**src/verilog/rpeoc_map.svh**
```systemverilog
`ifndef RPEOC_MAP_SVH
`define RPEOC_MAP_SVH
// ********************
// Register offsets
// ********************
`define RPEOC_OFF_PRIO_MAIN   12'h000
`define RPEOC_OFF_PRIO_AUX    12'h004
`define RPEOC_OFF_ETH_CFG     12'h008
`define RPEOC_OFF_SRC_SEL     12'h00C
// ********************
// Field positions and reset values
// ********************
`define RPEOC_PRIO_MSB        3
`define RPEOC_SRC_SEL_BIT     4
`define RPEOC_ETH_ALIGN_BIT   7
`define RPEOC_ETH_PLLOFF_BIT  6
`define RPEOC_ETH_OUT1_BIT    5
`define RPEOC_ETH_OUT4_BIT    4
`define RPEOC_ETH_OUT3_BIT    2
`define RPEOC_ETH_OUT2_BIT    1
`define RPEOC_ETH_MASK        8'hF6
`define RPEOC_PRIO_RESET      4'h0
`define RPEOC_ETH_RESET       8'h00
`endif

```
**src/verilog/rpeoc_pkg.sv**
```systemverilog
package rpeoc_pkg;
    // Register selected by an APB address
    typedef enum logic [2:0] {
        RPEOC_SEL_NONE = 3'b000,
        RPEOC_SEL_PMAIN = 3'b001,
        RPEOC_SEL_PAUX = 3'b010,
        RPEOC_SEL_ETH = 3'b011,
        RPEOC_SEL_SRC = 3'b100
    } rpeoc_sel_t;
endpackage

```
**src/verilog/rpeoc_prio_reg.sv**
```systemverilog
`timescale 1ns/10ps
`include "rpeoc_map.svh"
// ********************
// One 4-bit priority holder
// ********************
module rpeoc_prio_reg (
    input  wire logic       pclk,     // Bus clock
    input  wire logic       presetn,  // Async reset, low
    input  wire logic       wr_en,    // Write strobe
    input  wire logic [3:0] wr_data,  // New priority
    output logic      [3:0] prio,     // Stored priority
    output logic            enabled   // Candidate for selection
);
    logic [3:0] prio_q;
    logic [3:0] prio_d;

    // Next value
    always_comb begin
        prio_d = prio_q;
        if (wr_en) begin
            prio_d = wr_data; // [RL1]
        end
    end

    // Register
    always_ff @(posedge pclk or negedge presetn) begin
        if (!presetn) begin
            prio_q <= `RPEOC_PRIO_RESET;
        end else begin
            prio_q <= prio_d;
        end
    end

    // Zero removes the input from automatic selection
    assign prio = prio_q;
    assign enabled = (prio_q != 4'h0); // [RL2]
endmodule

```
**src/verilog/rpeoc_top.sv**
```systemverilog
// Chosen here: register access over APB and the register offsets.
`timescale 1ns/10ps
`include "rpeoc_map.svh"
// Function
// (RL1) Hold 4-bit priority of input four; smaller nonzero wins.
// (RL2) Priority zero excludes input four; 1..15 makes it a candidate.
// (RL3) Path select bit 4: 0 writes main path, 1 writes auxiliary.
// (RL4) Ethernet config bit 7 enables two kHz alignment of Ethernet clocks.
// (RL5) Ethernet config bit 6 set turns the Ethernet analog PLL off.
// (RL6) Ethernet config bit 5 selects Ethernet frequency for output one.
// (RL7) Bits 4, 2, 1 select Ethernet frequency for outputs four, three, two.
// (RL8) Unused bits ignore writes and read as zero.
module rpeoc_top
    import rpeoc_pkg::*;
(
    input  wire logic        pclk,                  // 10 MHz clock
    input  wire logic        presetn,               // Async reset, low
    input  wire logic        psel,                  // APB select
    input  wire logic        penable,               // APB access phase
    input  wire logic        pwrite,                // APB write
    input  wire logic [11:0] paddr,                 // APB byte address
    input  wire logic [31:0] pwdata,                // APB write data
    output logic      [31:0] prdata,                // APB read data
    output logic             pready,                // APB ready
    output logic             pslverr,               // APB error
    output logic      [3:0]  main_input4_priority,  // Main path priority
    output logic             main_input4_enabled,   // Main path candidate
    output logic      [3:0]  aux_input4_priority,   // Aux path priority
    output logic             aux_input4_enabled,    // Aux path candidate
    output logic             path_priority_select,  // Path select bit
    output logic             eth_frame_align_enable,// Two kHz alignment
    output logic             eth_pll_power_down,    // Ethernet PLL off
    output logic             out1_eth_select,       // Output one Ethernet
    output logic             out2_eth_select,       // Output two Ethernet
    output logic             out3_eth_select,       // Output three Ethernet
    output logic             out4_eth_select        // Output four Ethernet
);
    // ********************
    // Address decode
    // ********************
    function automatic rpeoc_sel_t decode(input logic [11:0] a);
        case (a)
            `RPEOC_OFF_PRIO_MAIN: decode = RPEOC_SEL_PMAIN;
            `RPEOC_OFF_PRIO_AUX:  decode = RPEOC_SEL_PAUX;
            `RPEOC_OFF_ETH_CFG:   decode = RPEOC_SEL_ETH;
            `RPEOC_OFF_SRC_SEL:   decode = RPEOC_SEL_SRC;
            default:              decode = RPEOC_SEL_NONE;
        endcase
    endfunction

    rpeoc_sel_t sel;
    logic       wr_acc;
    logic       prio_wr;
    logic       main_wr;
    logic       aux_wr;
    logic [7:0] eth_q;
    logic [7:0] eth_d;
    logic       src_q;
    logic       src_d;
    logic [31:0] rdata_q;
    logic [31:0] rdata_d;

    // Zero-wait slave: every access completes in its first access cycle
    assign sel = decode(paddr);
    assign pready = 1'b1;
    assign pslverr = 1'b0;
    assign wr_acc = psel & penable & pwrite;

    // ********************
    // Path-steered priority writes
    // ********************
    // The priority word at offset 0 lands in the path the select bit names;
    // offset 4 reads back the auxiliary copy so both stay visible.
    assign prio_wr = wr_acc & (sel == RPEOC_SEL_PMAIN);
    assign main_wr = (prio_wr & ~src_q) ; // [RL3]
    assign aux_wr  = (prio_wr & src_q) | (wr_acc & (sel == RPEOC_SEL_PAUX));

    rpeoc_prio_reg u_main (
        .pclk    (pclk),
        .presetn (presetn),
        .wr_en   (main_wr),
        .wr_data (pwdata[`RPEOC_PRIO_MSB:0]),
        .prio    (main_input4_priority),
        .enabled (main_input4_enabled)
    );
    rpeoc_prio_reg u_aux (
        .pclk    (pclk),
        .presetn (presetn),
        .wr_en   (aux_wr),
        .wr_data (pwdata[`RPEOC_PRIO_MSB:0]),
        .prio    (aux_input4_priority),
        .enabled (aux_input4_enabled)
    );

    // ********************
    // Ethernet and source-select registers
    // ********************
    // Next values; unused Ethernet bits are never stored
    always_comb begin
        eth_d = eth_q;
        src_d = src_q;
        if (wr_acc && sel == RPEOC_SEL_ETH) begin
            eth_d = pwdata[7:0] & `RPEOC_ETH_MASK; // [RL8]
        end
        if (wr_acc && sel == RPEOC_SEL_SRC) begin
            src_d = pwdata[`RPEOC_SRC_SEL_BIT]; // [RL3]
        end
    end

    // Registers; reset leaves all Ethernet routing off
    always_ff @(posedge pclk or negedge presetn) begin
        if (!presetn) begin
            eth_q <= `RPEOC_ETH_RESET;
            src_q <= 1'b0;
        end else begin
            eth_q <= eth_d;
            src_q <= src_d;
        end
    end

    // Control outputs straight from flops
    assign path_priority_select = src_q;
    assign eth_frame_align_enable = eth_q[`RPEOC_ETH_ALIGN_BIT]; // [RL4]
    assign eth_pll_power_down = eth_q[`RPEOC_ETH_PLLOFF_BIT]; // [RL5]
    assign out1_eth_select = eth_q[`RPEOC_ETH_OUT1_BIT]; // [RL6]
    assign out4_eth_select = eth_q[`RPEOC_ETH_OUT4_BIT]; // [RL7]
    assign out3_eth_select = eth_q[`RPEOC_ETH_OUT3_BIT]; // [RL7]
    assign out2_eth_select = eth_q[`RPEOC_ETH_OUT2_BIT]; // [RL7]

    // ********************
    // Read data
    // ********************
    // Registered in setup so data is stable through the access cycle
    always_comb begin
        rdata_d = 32'h0000_0000;
        if (psel && !penable && !pwrite) begin
            case (sel)
                RPEOC_SEL_PMAIN: begin
                    rdata_d = {28'h000_0000, main_input4_priority}; // [RL8]
                end
                RPEOC_SEL_PAUX: begin
                    rdata_d = {28'h000_0000, aux_input4_priority};
                end
                RPEOC_SEL_ETH: begin
                    rdata_d = {24'h00_0000, eth_q};
                end
                RPEOC_SEL_SRC: begin
                    rdata_d = {27'h000_0000, src_q, 4'h0};
                end
                default: begin
                    rdata_d = 32'h0000_0000;
                end
            endcase
        end else if (psel && penable) begin
            rdata_d = rdata_q;
        end
    end

    // Read word, back to zero once the access ends
    always_ff @(posedge pclk or negedge presetn) begin
        if (!presetn) begin
            rdata_q <= 32'h0000_0000;
        end else begin
            rdata_q <= rdata_d;
        end
    end
    assign prdata = rdata_q;
endmodule

```
**config.mk**
```make
export PLATFORM = sky130hd
export DESIGN_NAME = rpeoc_top
export DESIGN_NICKNAME = d
export VERILOG_FILES = /design/src/verilog/rpeoc_pkg.sv /design/src/verilog/rpeoc_prio_reg.sv /design/src/verilog/rpeoc_top.sv
export VERILOG_INCLUDE_DIRS = /design/src /design/src/verilog
export SDC_FILE = /design/constraint.sdc
export NUM_CORES = 1
export LEC_CHECK = 0
export CORE_MARGIN = 2
export CORE_UTILIZATION = 61
export CTS_CLUSTER_DIAMETER = 120
export DETAILED_ROUTE_END_ITERATION = 6
export DONT_BUFFER_PORTS = 1
export HOLD_SLACK_MARGIN = 0.1
export MAX_ROUTING_LAYER = met4
export PLACE_DENSITY = 0.77
export RECOVER_POWER = 50
export SLEW_MARGIN = 0
export SYNTH_ARGS = -nofsm -noshare
export SYNTH_HDL_FRONTEND = slang
export SYNTH_HIERARCHICAL = 1
export SYNTH_SLANG_ARGS = --single-unit
```
**constraint.sdc**
```tcl
create_clock -name pclk -period 2 [get_ports pclk]
set_input_delay 0.2 -clock pclk [delete_from_list [all_inputs] [get_ports pclk]]
set_output_delay 0.2 -clock pclk [all_outputs]
set_load 0.05 [all_outputs]
```
==> summary.json <==
{
  "pwr": {
    "power.static_leakage_nw": 0.7356,
    "power.switching_fraction_pct": 31.81,
    "power_density_mw_per_mm2": 556.0,
    "power.total_mw": 0.8285,
    "seq_power_share_pct": 56.3,
    "pint_mw": 0.5649,
    "power.switching_mw": 0.2636,
    "power_frac_clock_pct": 24.6,
    "share_comb_of_total_power_pct": 19.1,
    "power.ir.vdd_worst_mv": 0.4292
  },
  "yosys": {
    "async_reset_ff_share_pct": 100.0,
    "yosys.area_share.simple_pct": 13.78,
    "ys_types": 28,
    "avgSynthCellArea_um2": 11.79,
    "synth_seq_area_share_pct": 42.83,
    "synthFlopType": "dfrtp_1",
    "number_of_cells_produced_by_synthesis": 114,
    "muxShareOfSynthArea_pct": 17.97,
    "syn_area_mm2": 0.001344,
    "combinational_family_with_the_most_area_after_synthesis": "multiplexers",
    "synth_enable_flop_cells": 0,
    "count_of_synthesis_stage_warnings_from_yosys": 6,
    "postSynthRegisterBits": 23,
    "yosys.area_share.adder_pct": 0,
    "synth-compound-area-share_pct": 7.356,
    "post_synth_xor_area_fraction_pct": 0
  },
  "clock_tree": {
    "cts.repair.resized": 0,
    "cell_at_the_root_of_the_clock_tree": "clkbuf_4",
    "clock_sink_count": 23,
    "cts_buffer_depth": 2,
    "cts_max_level": 1,
    "cts_post_setup_buffers_inserted": 0,
    "cts_tree": "built",
    "cts_hold_buf": 11,
    "clkLatencyLatePin_ns": 0.30,
    "clk_pin_slew_worst_paths_ns": 0.12,
    "cts-buffers-inserted": 3
  },
  "floorplanning": {
    "floorplan.initialDensity_pct": 66.46,
    "core_area_mm2": 0.002022,
    "die-area_mm2": 0.002594,
    "placementRows": 16,
    "die_height_um": 50.94,
    "die_w_um": 50.94,
    "boundaryPins": 100
  },
  "placed_design": {
    "portBuffers": 0,
    "detailed_place_hpwl_um": 2178,
    "dpl_worst_slack_ns": -0.1775,
    "placed_cell_area_mm2": 0.001398,
    "globalplace.congestion": 0.8018
  },
  "worst_hold_path": {
    "hold_crit_class": "in2reg",
    "worstHoldStart": "paddr[2]"
  },
  "setup_path": {
    "setup.worst_path.start_class": "input pin",
    "critical_path.max_fanout": 4,
    "regToRegStartpoint": "u_main/prio[1]$_DFFE_PN0P_",
    "worst_path_max_delay_cell": "or4_4",
    "cp.arrival_ns": 2.05,
    "cp.buffers_inverters": 0,
    "worst_path_dominant_cell_family": "simple AND/OR/NAND/NOR gates",
    "critPathRequiredTime_ns": 2.20,
    "slowest_delay_ns": 0.55,
    "worst_path_most_repeated_cell": "or4_4",
    "timing.critical_path.to_type": "register",
    "startpoint_to_endpoint_class_of_the_critical_path": "in2reg",
    "crit_chain": "or4_4 -> or4_4 -> nor4b_4 -> mux2_2",
    "crit_path_start": "paddr[9]"
  },
  "cells_and_area": {
    "synthToLayoutAreaGrowth_pct": 10.89,
    "final_cell_area_mm2": 0.001490,
    "ratio_of_cells_with_drive_above_1_in_the_final_layout_pct": 21.17,
    "antenna-diode-count": 0,
    "finalNetCount": 187,
    "final_core_util_pct": 73.70
  },
  "route": {
    "m1WireLength_um": 1051,
    "drtPass1Iterations": 4,
    "drtIter0Drc": 18,
    "top_layer_used": "met4",
    "drt-wirelength-per-cell_um": 18.04,
    "number_of_nets_with_antenna_violations_after_routing": 0,
    "route.met3.wl_um": 291,
    "dr_drc_count": 0,
    "dr_total_vias": 954,
    "routed_wirelength_um": 2959,
    "avgViaCountPerCell": 5.817,
    "wl_met2_um": 1549
  },
  "status": {
    "outcome": "complete, no violations"
  },
  "timing": {
    "worst_slew_pin_slew_ns": 1.013,
    "period_minus_slack_ns": 1.854,
    "grt_setup_unrepaired": "no",
    "worst_slew_margin_rel_pct": 32.21,
    "timing_hold_violations_final": 0,
    "fin_crit_sh_pct": 92.71,
    "fmaxAchievable_mhz": 539.3,
    "final.hold.worst_slack_ns": 0.1588,
    "setup_viol": 0,
    "worst_clock_skew_ns": 0.005481,
    "report.final.slew_viol_count": 0,
    "post-route-worst-setup-slack_ns": 0.1458
  },
  "global_route": {
    "grt_first_pass_wirelength_um": 4650,
    "first_global_vias": 984,
    "grt_start_max_net_pins": 24,
    "grt_usage_pct": 25.46,
    "overflow_left_after_global_routing": 0,
    "grt_antenna_before_repair": 0
  },
  "run": {
    "max-cap-violations": 0
  }
}
[Yosys cell counts (3+ instances only)]
cell / count / area share, %
a22o_1: 3 / 2.0
dfrtp_1: 23 / 43
nor4_1: 4 / 1.9
or4_1: 5 / 2.8
mux2i_1: 5 / 3.7
buf_4: 26 / 15
nand2_1: 4 / 1.1
mux2_2: 7 / 5.9
mux2_4: 6 / 6.7
[cell usage in the layout (no fill, tap or decap), drive strengths merged, types with 2 or more instances in the layout]
cell type	n
conb	26
dfrtp	23
clkbuf	15
mux2	15
dlygate4sd3	11
or4	7
mux2i	5
nand2	4
buf	4
nor4	4
a22o	3
nor2	2
o41ai	2
nand3b	2
o211ai	2
o31ai	2
and3	2
[through the flow]
| step | setup TNS (ns) | std cells |
|---|---|---|
| 2_1_floorplan | -1.205 | 138 |
| 3_3_place_gp | -0.6433 | 149 |
| 3_5_place_dp | -0.9134 | 149 |
| 4_1_cts | 0 | 164 |
| 5_1_grt | 0 | 164 |
| 6_report | 0 | 164 |
[sequential cells by signal, summed over array words and instances (netlist names)]
register,count
eth_q,6
u_aux/prio,4
u_main/prio,4
path_priority_select,1
prdata,8
[kinds of logic after synthesis]
kind of cell | count (synthesis)
buffers and inverters | 32
flip-flops | 23
AND/OR/NAND/NOR | 27
AO/OA/AOI/OAI | 10
multiplexers | 20
other | 2
[layer usage]
metal	track usage [%]	vias up
met4	11.71	0
met1	28.24	467
met5	-	-
met3	7.895	8
met2	41.99	67
li1	-	412
[power by group through the flow]
stage          Clock [mW]  Sequential [mW]  Combinational [mW]
2_1_floorplan           0            0.476               0.172
3_3_place_gp            0            0.475               0.127
3_5_place_dp            0            0.475               0.127
4_1_cts             0.208            0.466               0.157
5_1_grt             0.228            0.466               0.166
6_report            0.204            0.466               0.158
[area by class of cell]
class / instances / area (µm²)
sequential: 23 / 575.6
clock buffer: 3 / 22.52
tap: 27 / 33.78
timing repair buffer: 27 / 185.2
multi-input combinational: 83 / 668.1
fill: 142 / 531.8
clock inverter: 1 / 5.005
[final timing paths]
check | endpoint | slack (ns) | cells after the start
min | prdata[2]$_DFFE_PN0P_ | 0.16 | 2
min in group asynchronous | eth_q[1]$_DFFE_PN0P_ | 0.51 | 1
max reg2reg | prdata[1]$_DFFE_PN0P_ | 0.49 | 4
max in group asynchronous | eth_q[4]$_DFFE_PN0P_ | 0.88 | 1
max | u_main/prio[3]$_DFFE_PN0P_ | 0.15 | 4
min reg2reg | prdata[1]$_DFFE_PN0P_ | 0.68 | 3
No activity file was read; power rests on OpenSTA's default activity.
